==> config.mk <==
export PLATFORM = sky130hd
export DESIGN_NAME = cofp_top
export DESIGN_NICKNAME = d
export VERILOG_FILES = /design/src/rtl/cofp_pkg.sv /design/src/rtl/cofp_seq_if.sv /design/src/rtl/cofp_top.sv /design/src/rtl/cofp_seq.sv
export SDC_FILE = /design/constraint.sdc
export NUM_CORES = 1
export LEC_CHECK = 0
export ABC_AREA = 1
export BUFFER_PORTS_ARGS = -buffer_cell sky130_fd_sc_hd__buf_4
export CORE_MARGIN = 2
export CORE_UTILIZATION = 45
export DETAILED_ROUTE_END_ITERATION = 16
export GPL_TIMING_DRIVEN = 0
export PLACE_DENSITY = 0.8
export SLEW_MARGIN = 20
export SYNTH_ARGS = -nofsm -noshare
export SYNTH_HDL_FRONTEND = slang
export SYNTH_SLANG_ARGS = --single-unit
==> constraint.sdc <==
create_clock -name SYS_CLK -period 8.35 [get_ports SYS_CLK]
set_input_delay 0.4175 -clock SYS_CLK [delete_from_list [all_inputs] [get_ports SYS_CLK]]
set_output_delay 0.4175 -clock SYS_CLK [all_outputs]
set_load 0.02 [all_outputs]
==> src/rtl/cofp_pkg.sv <==
// Constants and types for the current offset trim and OV fault policy.
// Assumes one clock domain and an already decoded command-level port.
//
// What this block does
// - Trim offset is added to current reading, subtracted from OC limits; resets 0 A.
// - Trim step is 62.5 mA, span +3.9375 A down to -4 A.
// - Out-of-span trim writes are accepted; written bits 9 to 6 are dropped and read back as sign copies.
// - Trim exponent reads -4; four mantissa bits below top copy the sign.
// - Trim exponent is fixed at 11100 and ignores writes.
// - Trim mantissa: writable sign, four extension bits, six writable low bits.
// - Store-all command saves both registers to nonvolatile storage.
// - OV fault sets byte, word and vout status flags and raises alert unless ALERT_MASK_OV is set.
// - Loop slave: OV action command ignored, NACKed, invalid command flagged.
// - Reset OV action: shut down, restart after seven rise times.
// - Act bit 0 keeps running and flags; 1 shuts down per mode.
// - Restart mode 000: stay off until faults are cleared, off or other fault.
// - Restart mode 111: retry soft start until off or other fault.
// - Restart mode other than 000/111 rejected, CML and invalid data flagged.
// - Only bit 5 of the restart mode is kept in storage.
// - Delay field 000: no delay, only with mode 000, stays off.
// - Delay field 111: wait seven rise times, only with mode 111.
// - Delay field is read-only and mirrors stored bit 5.
package cofp_pkg;

  // ----------------------------------------------------------------
  // Command codes
  // ----------------------------------------------------------------
  localparam logic [7:0] CMD_CLEAR_FAULTS = 8'h03;
  localparam logic [7:0] CMD_STORE_ALL = 8'h11;
  localparam logic [7:0] CMD_TRIM = 8'h39;
  localparam logic [7:0] CMD_OV_ACTION = 8'h41;
  localparam logic [7:0] CMD_STATUS_BYTE = 8'h78;
  localparam logic [7:0] CMD_STATUS_WORD = 8'h79;
  localparam logic [7:0] CMD_STATUS_VOUT = 8'h7a;
  localparam logic [7:0] CMD_STATUS_CML = 8'h7e;

  // ----------------------------------------------------------------
  // Field layouts and reset values
  // ----------------------------------------------------------------
  localparam logic [4:0] TRIM_EXP = 5'h1c;
  localparam int TRIM_SIGN_BIT = 10;
  localparam int TRIM_EXT_W = 4;
  localparam int TRIM_LOW_W = 6;
  localparam logic [15:0] TRIM_RESET = 16'he000;
  localparam int OV_ACT_BIT = 7;
  localparam int OV_RS_HI = 5;
  localparam int OV_RS_LO = 3;
  localparam logic [7:0] OV_RESET = 8'hbf;
  localparam int SB_VOUT_OV_BIT = 5;
  localparam int SB_CML_BIT = 1;
  localparam int SW_VOUT_BIT = 15;
  localparam int SV_OV_BIT = 7;
  localparam int SC_IVC_BIT = 7;
  localparam int SC_IVD_BIT = 6;

  // ----------------------------------------------------------------
  // Timing
  // ----------------------------------------------------------------
  localparam int RISE_W = 24;
  localparam logic [2:0] RETRY_RISE_COUNT = 3'h7;
  localparam logic [1:0] STRAP_SETTLE = 2'h3;

  // ----------------------------------------------------------------
  // Types
  // ----------------------------------------------------------------
  typedef enum logic [2:0] {
    SEQ_IDLE = 3'b000,
    SEQ_RUN = 3'b001,
    SEQ_LATCH = 3'b010,
    SEQ_WAIT = 3'b011,
    SEQ_RAMP = 3'b100
  } cofp_seq_state_t;

  typedef struct packed {
    cofp_seq_state_t state;
    logic [RISE_W-1:0] cnt;
    logic [2:0] rep;
    logic power_en;
    logic retrying;
  } cofp_seq_reg_t;

  typedef struct packed {
    logic strap_s1;
    logic strap_s2;
    logic [1:0] strap_cnt;
    logic loop_slave;
    logic ov_d;
    logic trim_sign;
    logic [TRIM_LOW_W-1:0] trim_low;
    logic ov_act;
    logic ov_rs;
    logic f_vout_ov;
    logic f_ivc;
    logic f_ivd;
    logic clear;
    logic ov_event;
    logic rsp_valid;
    logic rsp_nack;
    logic [15:0] rsp_rdata;
    logic [15:0] iout_adj;
    logic [15:0] ocf_adj;
    logic [15:0] ocw_adj;
    logic alert;
    logic nv_store;
    logic [TRIM_LOW_W:0] nv_trim;
    logic [1:0] nv_ov;
  } cofp_reg_t;

endpackage : cofp_pkg

==> src/rtl/cofp_seq_if.sv <==
// Link between the register side and the fault sequencer.
// Assumes both ends run on the same clock.
`timescale 1ns/1ps
interface cofp_seq_if;
  import cofp_pkg::*;
  logic act_enable;
  logic restart_on;
  logic ov_event;
  logic on_cmd;
  logic other_fault;
  logic clear;
  logic [RISE_W-1:0] rise_cycles;
  logic power_en;
  logic retrying;

  modport regs (
    output act_enable, restart_on, ov_event, on_cmd, other_fault, clear,
    output rise_cycles,
    input power_en, retrying
  );
  modport seq (
    input act_enable, restart_on, ov_event, on_cmd, other_fault, clear,
    input rise_cycles,
    output power_en, retrying
  );
endinterface : cofp_seq_if

==> src/rtl/cofp_top.sv <==
// Current offset trim and output OV fault policy registers.
// Assumes a command-level port fed by the bus front end on SYS_CLK,
// an OV detector on the same clock, and a loop-slave strap pin.
`timescale 1ns/1ps
module cofp_top
  import cofp_pkg::*;
(
  input wire logic SYS_CLK,
  input wire logic RESET_N,
  input wire logic CMD_VALID,
  input wire logic CMD_WRITE,
  input wire logic [7:0] CMD_CODE,
  input wire logic [15:0] CMD_WDATA,
  input wire logic LOOP_SLAVE,
  input wire logic OV_DETECT,
  input wire logic ALERT_MASK_OV,
  input wire logic OUTPUT_ON,
  input wire logic OTHER_FAULT,
  input wire logic [RISE_W-1:0] RISE_CYCLES,
  input wire logic [15:0] IOUT_RAW,
  input wire logic [15:0] OC_FAULT_RAW,
  input wire logic [15:0] OC_WARN_RAW,
  output logic RSP_VALID,
  output logic RSP_NACK,
  output logic [15:0] RSP_RDATA,
  output logic [15:0] IOUT_ADJ,
  output logic [15:0] OC_FAULT_ADJ,
  output logic [15:0] OC_WARN_ADJ,
  output logic STAT_VOUT_OV,
  output logic STAT_CML_IVC,
  output logic STAT_CML_IVD,
  output logic SMBALERT_O,
  output logic SMBALERT_OE,
  output logic NV_STORE,
  output logic [TRIM_LOW_W:0] NV_TRIM_BITS,
  output logic [1:0] NV_OV_BITS,
  output logic POWER_EN,
  output logic RETRY_PENDING
);

  // ----------------------------------------------------------------
  // State and sequencer
  // ----------------------------------------------------------------
  cofp_reg_t r;
  cofp_reg_t next_r;
  cofp_seq_if sq ();

  cofp_seq u_seq (
    .clk(SYS_CLK),
    .reset_n(RESET_N),
    .sq(sq.seq)
  );

  // Policy and run inputs toward the sequencer
  assign sq.act_enable = r.ov_act;
  assign sq.restart_on = r.ov_rs;
  assign sq.ov_event = r.ov_event;
  assign sq.on_cmd = OUTPUT_ON;
  assign sq.other_fault = OTHER_FAULT;
  assign sq.clear = r.clear;
  assign sq.rise_cycles = RISE_CYCLES;

  // ----------------------------------------------------------------
  // Next value
  // ----------------------------------------------------------------
  logic wr;
  logic rd;
  logic [15:0] trim_word;
  logic [7:0] ov_byte;
  logic [7:0] st_byte;
  logic [15:0] st_word;
  logic [7:0] st_vout;
  logic [7:0] st_cml;
  logic [15:0] trim_ext;
  logic [2:0] rs_field;
  logic set_ivc;
  logic set_ivd;
  logic set_ov;

  always_comb begin
    next_r = r;
    wr = CMD_VALID & CMD_WRITE;
    rd = CMD_VALID & ~CMD_WRITE;
    set_ivc = 1'b0;
    set_ivd = 1'b0;
    rs_field = CMD_WDATA[OV_RS_HI:OV_RS_LO];

    // Strap sampled through two flops, caught once it settles
    next_r.strap_s1 = LOOP_SLAVE;
    next_r.strap_s2 = r.strap_s1;
    if (r.strap_cnt != STRAP_SETTLE) begin
      next_r.strap_cnt = r.strap_cnt + 2'h1;
      next_r.loop_slave = r.strap_s2;
    end

    // Register images as read back
    trim_word = {TRIM_EXP, r.trim_sign, {TRIM_EXT_W{r.trim_sign}},
                 r.trim_low};
    ov_byte = 8'h00;
    ov_byte[OV_ACT_BIT] = r.ov_act;
    ov_byte[OV_RS_HI:0] = {(OV_RS_HI + 1){r.ov_rs}};

    // Status images
    st_vout = 8'h00;
    st_vout[SV_OV_BIT] = r.f_vout_ov;
    st_cml = 8'h00;
    st_cml[SC_IVC_BIT] = r.f_ivc;
    st_cml[SC_IVD_BIT] = r.f_ivd;
    st_byte = 8'h00;
    st_byte[SB_VOUT_OV_BIT] = r.f_vout_ov;
    st_byte[SB_CML_BIT] = r.f_ivc | r.f_ivd;
    st_word = {8'h00, st_byte};
    st_word[SW_VOUT_BIT] = r.f_vout_ov;

    // Command response defaults
    next_r.rsp_valid = CMD_VALID;
    next_r.rsp_nack = 1'b0;
    next_r.rsp_rdata = 16'h0000;
    next_r.nv_store = 1'b0;
    next_r.clear = 1'b0;

    // ----------------------------------------------------------------
    // Command decode
    // ----------------------------------------------------------------
    if (CMD_VALID) begin
      case (CMD_CODE)
        // Trim: only the sign and the six low bits take a write
        CMD_TRIM: begin
          if (wr) begin
            next_r.trim_sign = CMD_WDATA[TRIM_SIGN_BIT];
            next_r.trim_low = CMD_WDATA[TRIM_LOW_W-1:0];
          end else begin
            next_r.rsp_rdata = trim_word;
          end
        end

        // Policy: refused on a loop slave, restart codes other than 000 and 111 rejected
        CMD_OV_ACTION: begin
          if (r.loop_slave) begin
            next_r.rsp_nack = 1'b1;
            set_ivc = 1'b1;
          end else if (rd) begin
            next_r.rsp_rdata = {8'h00, ov_byte};
          end else if (rs_field == 3'h0 || rs_field == 3'h7) begin
            next_r.ov_act = CMD_WDATA[OV_ACT_BIT];
            next_r.ov_rs = CMD_WDATA[OV_RS_HI];
          end else begin
            set_ivd = 1'b1;
          end
        end

        // Clear faults: write only, a read is refused
        CMD_CLEAR_FAULTS: begin
          next_r.clear = wr;
          if (rd) begin
            next_r.rsp_nack = 1'b1;
            set_ivc = 1'b1;
          end
        end

        // Store all: snapshot now, pulse toward storage next cycle
        CMD_STORE_ALL: begin
          next_r.nv_store = wr;
          next_r.nv_trim = {r.trim_sign, r.trim_low};
          next_r.nv_ov = {r.ov_act, r.ov_rs};
          if (rd) begin
            next_r.rsp_nack = 1'b1;
            set_ivc = 1'b1;
          end
        end

        // Status images: reads return them, writes are only acknowledged
        CMD_STATUS_BYTE: begin
          if (rd) begin
            next_r.rsp_rdata = {8'h00, st_byte};
          end
        end
        CMD_STATUS_WORD: begin
          if (rd) begin
            next_r.rsp_rdata = st_word;
          end
        end
        CMD_STATUS_VOUT: begin
          if (rd) begin
            next_r.rsp_rdata = {8'h00, st_vout};
          end
        end
        CMD_STATUS_CML: begin
          if (rd) begin
            next_r.rsp_rdata = {8'h00, st_cml};
          end
        end

        // Anything else is an invalid command
        default: begin
          next_r.rsp_nack = 1'b1;
          set_ivc = 1'b1;
        end
      endcase
    end

    // OV event from detector rising edge
    next_r.ov_d = OV_DETECT;
    set_ov = OV_DETECT & ~r.ov_d;
    next_r.ov_event = set_ov;

    // ----------------------------------------------------------------
    // Fault flags and alert
    // ----------------------------------------------------------------
    // Sticky flags: clear first, a same-cycle set wins
    if (r.clear) begin
      next_r.f_vout_ov = 1'b0;
      next_r.f_ivc = 1'b0;
      next_r.f_ivd = 1'b0;
    end
    if (set_ov) begin
      next_r.f_vout_ov = 1'b1;
    end
    if (set_ivc) begin
      next_r.f_ivc = 1'b1;
    end
    if (set_ivd) begin
      next_r.f_ivd = 1'b1;
    end

    // Alert follows unmasked flags
    next_r.alert = (next_r.f_vout_ov & ~ALERT_MASK_OV) |
                   next_r.f_ivc | next_r.f_ivd;

    // ----------------------------------------------------------------
    // Telemetry trim
    // ----------------------------------------------------------------
    // Offset applied to telemetry and limits
    trim_ext = {{(16 - TRIM_LOW_W){r.trim_sign}}, r.trim_low};
    next_r.iout_adj = IOUT_RAW + trim_ext;
    next_r.ocf_adj = OC_FAULT_RAW - trim_ext;
    next_r.ocw_adj = OC_WARN_RAW - trim_ext;
  end

  // ----------------------------------------------------------------
  // State register
  // ----------------------------------------------------------------
  always_ff @(posedge SYS_CLK or negedge RESET_N) begin
    if (!RESET_N) begin
      r <= '0;
      r.strap_cnt <= 2'h0;
      r.trim_sign <= TRIM_RESET[TRIM_SIGN_BIT];
      r.trim_low <= TRIM_RESET[TRIM_LOW_W-1:0];
      r.ov_act <= OV_RESET[OV_ACT_BIT];
      r.ov_rs <= OV_RESET[OV_RS_HI];
    end else begin
      r <= next_r;
    end
  end

  // ----------------------------------------------------------------
  // Outputs
  // ----------------------------------------------------------------
  assign RSP_VALID = r.rsp_valid;
  assign RSP_NACK = r.rsp_nack;
  assign RSP_RDATA = r.rsp_rdata;
  assign IOUT_ADJ = r.iout_adj;
  assign OC_FAULT_ADJ = r.ocf_adj;
  assign OC_WARN_ADJ = r.ocw_adj;
  assign STAT_VOUT_OV = r.f_vout_ov;
  assign STAT_CML_IVC = r.f_ivc;
  assign STAT_CML_IVD = r.f_ivd;
  assign SMBALERT_O = 1'b0; // Open drain, only ever pulls low
  assign SMBALERT_OE = r.alert;
  assign NV_STORE = r.nv_store;
  assign NV_TRIM_BITS = r.nv_trim;
  assign NV_OV_BITS = r.nv_ov;
  assign POWER_EN = sq.power_en;
  assign RETRY_PENDING = sq.retrying;

endmodule : cofp_top

==> src/rtl/cofp_seq.sv <==
// Overvoltage shutdown and restart sequencer.
// Assumes one-cycle OV events and clear pulses from the register side.
`timescale 1ns/1ps
module cofp_seq
  import cofp_pkg::*;
(
  input wire logic clk,
  input wire logic reset_n,
  cofp_seq_if.seq sq
);

  cofp_seq_reg_t s;
  cofp_seq_reg_t next_s;
  logic on_ok;
  logic span_done;
  logic trip;

  // Run permission and timing helpers
  assign on_ok = sq.on_cmd & ~sq.other_fault;
  assign span_done = ({1'b0, s.cnt} + 1'b1) >= {1'b0, sq.rise_cycles};
  assign trip = sq.ov_event & sq.act_enable;

  // Next state
  always_comb begin
    next_s = s;
    case (s.state)
      SEQ_IDLE: begin
        if (on_ok) begin
          next_s.state = SEQ_RAMP;
          next_s.cnt = '0;
        end
      end
      SEQ_RUN, SEQ_RAMP: begin
        if (!on_ok) begin
          next_s.state = SEQ_IDLE;
        end else if (trip) begin
          next_s.cnt = '0;
          next_s.rep = '0;
          if (sq.restart_on) begin
            next_s.state = SEQ_WAIT;
          end else begin
            next_s.state = SEQ_LATCH;
          end
        end else if (s.state == SEQ_RAMP) begin
          next_s.cnt = s.cnt + 1'b1;
          if (span_done) begin
            next_s.state = SEQ_RUN;
          end
        end
      end
      SEQ_LATCH: begin
        if (sq.clear || !on_ok) begin
          next_s.state = SEQ_IDLE;
        end
      end
      SEQ_WAIT: begin
        if (!on_ok) begin
          next_s.state = SEQ_IDLE;
        end else if (span_done) begin
          next_s.cnt = '0;
          next_s.rep = s.rep + 1'b1;
          if (s.rep == RETRY_RISE_COUNT - 3'h1) begin
            next_s.state = SEQ_RAMP;
          end
        end else begin
          next_s.cnt = s.cnt + 1'b1;
        end
      end
      default: begin
        next_s.state = SEQ_IDLE;
      end
    endcase
    next_s.power_en = (next_s.state == SEQ_RUN) ||
                      (next_s.state == SEQ_RAMP);
    next_s.retrying = (next_s.state == SEQ_WAIT);
  end

  // State register
  always_ff @(posedge clk or negedge reset_n) begin
    if (!reset_n) begin
      s <= '{state: SEQ_IDLE, cnt: '0, rep: '0, power_en: 1'b0,
             retrying: 1'b0};
    end else begin
      s <= next_s;
    end
  end

  assign sq.power_en = s.power_en;
  assign sq.retrying = s.retrying;

endmodule : cofp_seq

==> impl_results.md <==
- Setup TNS: 0 ps
- Most common cell in the netlist: nand2_1
- FF-to-FF setup slack: about 4600 ps
- Post-synthesis mux area share: less than 1%
- Area Overhead vs Synth: 27.8%
- Largest family of logic cells by synthesized area: simple AND/OR/NAND/NOR gates
- Vias per cell: 4.90
- Max-cap viol count: 0
- Final cell count without fillers: around 1400
- Final net count: approximately 1400
- Sequential-to-total area share from yosys stat: 37.9%
- Number of flops mapped to enable cells by yosys: 0
- Worst setup margin: roughly 4600 ps
- Pin count of the biggest net entering global routing: 75
- Hold Violations, Final: 0
- Hold Crit Class: in2reg
- Fin crit period: around 3700 ps
- Htree depth: 4
- Site Rows: 49
- Placement Cell Area: ~9800 sq um
- Max VDD drop: between 0.1 and 0.15 mV
- N_diodes: 0
- Top cell type's share of synthesized area: between 30 and 40%
- CTS tree: done
- Top_reg_cell synth: dfrtp_1
- Routability cong.: between 0.9 and 1
- Routed Wire Length: 20000 um
- Vias in the first global route: 6890
- Detailed-route via count: slightly above 7000
- Synth area leaders: dfrtp_1 37%, ha_1 11%, nand2_1 10%
- Port Buffer Count: about 180
- # DRC: 0
- Required time worst endpoint: 8690 ps
- Commonest cells post-synth: 224 x nand2_1, 141 x inv_1, 122 x dfrtp_1, 75 x buf_4, 73 x ha_1
- DIE HEIGHT: roughly 140 um
- XOR/XNOR Fraction of Synth Area: under 10%
- Crit path kind: reg2reg
- Skew final: a little under 10 ps
- CP Capture Type: register
- Clock Sinks: 124
- Hpwl dp: ~16000 um
- Slew Viols, Final: 0
- Most frequent CP cell: nor2_1
- Fmax: around 270 MHz
- Arrival @ worst endpoint: ~4100 ps
- I/O Pins: ~190
- DRT iter0 DRCs: approximately 240
- Slew at the pin closest to its max-slew limit: 858 ps
- Period utilization: roughly 45%
- Yosys warnings: 0
- DR pass1 iterations: 5
- Post-synth top area cell: dfrtp_1
- Dpl cells: 1403
- GRT Overall Usage: 21.0%
- Synth Area in Compound Gates: approximately 9.7%
- Postcts setup bufs: 0
- Initial antenna violation count: 0
- Die area: 19300 sq um
- FFs w/ async S/R, synth: 100%
- CTS Buffer Depth: 2
- # setup viols final: 0
- P per Cell Area: about 170 nW/um^2
- Distinct cells, synth: between 40 and 50
- Worst path max stage delay: 440 ps
- Max Fanout on Critical Path: 10
- Rel. slew slack: ~43%
- RSZ-0062 raised after global routing: false
- Routed wire length per instance: 14.0 um
- Worst Setup EP: u_seq.s[8]
- Num CTS Buffers: 17
- Worst hold slack: ~130 ps
- Post-Synthesis Cells: roughly 1000
- Setup slack at placement: 4640 ps
- Reg2reg end: u_seq.s[8]
- Clk root buf: clkbuf_16
- Global route total overflow: 0
- Chip Width: 139 um
- Syn Area/Cell: slightly above 8 sq um
- Clock transition at path regs: about 60 ps
- Final instance area: about 10000 sq um
- Seq cells post-synth: about 120
- Lkg Pwr: between 5 and 6 nW
- Crit path launch: u_seq.s[5]
- Initial Util: approximately 46%
- Synth Area in Adders: 11.9%
- Post-route ant nets: 0
- Clock latency on the worst-skew pair: about 420 ps
- CP Launch Type: register
- Cell Area, Synth: between 8000 and 9000 sq um
- First-pass GRT wire length: 32700 um
- R2R cell count: 25
- Worst r2r src: u_seq.s[5]
- Share of post-route cells with drive strength above 1: around a quarter
- Synth Area in Simple Gates: just under 20%
- Core ar.: 17900 sq um
- Run status: finished, final reports clean
- Slowest CP cell: dfrtp_1
-- final cells by class --
cell class | instances | area, sq um
inverters | 143 | 537
clock inverters | 13 | 165
plain buffers | 81 | 593
well taps | 229 | 287
flip-flops and latches | 124 | 3110
repair buffers | 178 | 1370
clock buffers | 19 | 453
multi-input cells | 649 | 3960
fillers | 1599 | 7440
-- where the power goes --
group,leakage [nW],switching [mW],internal (mW)
clock,0.292,0.280,0.487
combinational,4.01,0.192,0.171
sequential,1.53,0.0159,0.641
-- how the worst min path moves through the flow --
stage / endpoint / slack (ps) / depth (start not counted) / startpoint
floorplan: IOUT_ADJ[0] / 120 / 0 / RESET_N
global placement: r[95] / 340 / 0 / next_r[95]
detailed placement: r[95] / 350 / 0 / next_r[95]
CTS: r[91] / 110 / 1 / OV_DETECT
global route: next_r[95] / 100 / 1 / LOOP_SLAVE
finish: next_r[95] / 130 / 1 / LOOP_SLAVE
-- metrics by stage --
stage	power [mW]	util, %
final	1.79	58.4
after global routing	1.87	58.4
after CTS	1.80	58.4
after detailed placement	1.03	54.9
after global placement	1.02	54.7
after floorplan	0.885	-
-- per-layer routing --
layer / share of wire, % / GRT usage, % / vias to the layer above
met5: 0 / 0 / -
met4: 1.4 / 5.69 / 0
met3: 8.7 / 8.32 / 27
met2: 49 / 35.6 / 207
met1: 40 / 24.8 / 3269
li1: - / - / 3536
-- cells in the final DEF (no fill, tap or decap), types with 3 or more instances in the layout --
cell type and n:
buf_4 250, ha_1 73, o21ai_0 26, clkinvlp_4 4, nand4_1 14, xnor2_1 18, conb_1 3, bufinv_16 3
xor2_1 45, nand2_2 4, o31ai_1 8, a21boi_0 4, inv_1 141, dfrtp_1 122, a21oi_1 67, nand2_1 224
clkbuf_16 17, nor2_2 4, clkbuf_1 5, fa_1 3, o21ai_1 7, o21bai_1 4, nor2_1 46, o21ai_2 11
nand3_1 46, mux2_2 3, nor3_1 17
-- repair_timing --
action,CTS,global route
gates resized for setup,0,0
hold endpoints to repair,50,0
endpoints found under the setup margin,0,0
hold buffers,1,0
-- state kept, by name, indices dropped and copies added (netlist names), 2 cells and up --
| name | cells |
|---|---|
| IOUT_ADJ | 16 |
| NV_OV_BITS | 2 |
| NV_TRIM_BITS | 7 |
| OC_FAULT_ADJ | 16 |
| OC_WARN_ADJ | 16 |
| RSP_RDATA | 11 |
| r | 12 |
| u_seq.s | 30 |
-- worst max-delay path, delay by kind of cell, from the launching register on --
kind / cells / cell delay, ps
buffers and inverters: 2 / 180
xor gates and xnor gates: 1 / 170
and+or+nand+nor: 18 / 2040
DFF: 1 / 440
adders and majority gates: 2 / 530
AOI/OAI and AO/OA: 2 / 280
-- logic make-up after synthesis --
group           after synthesis
fa+ha+maj                    76
simple gates                368
compound gates              136
buf+inv                     224
flops                       124
other cells                   1
mux                           3
xor+xnor                     63
Note: power is estimated with default switching activity, not from simulation.
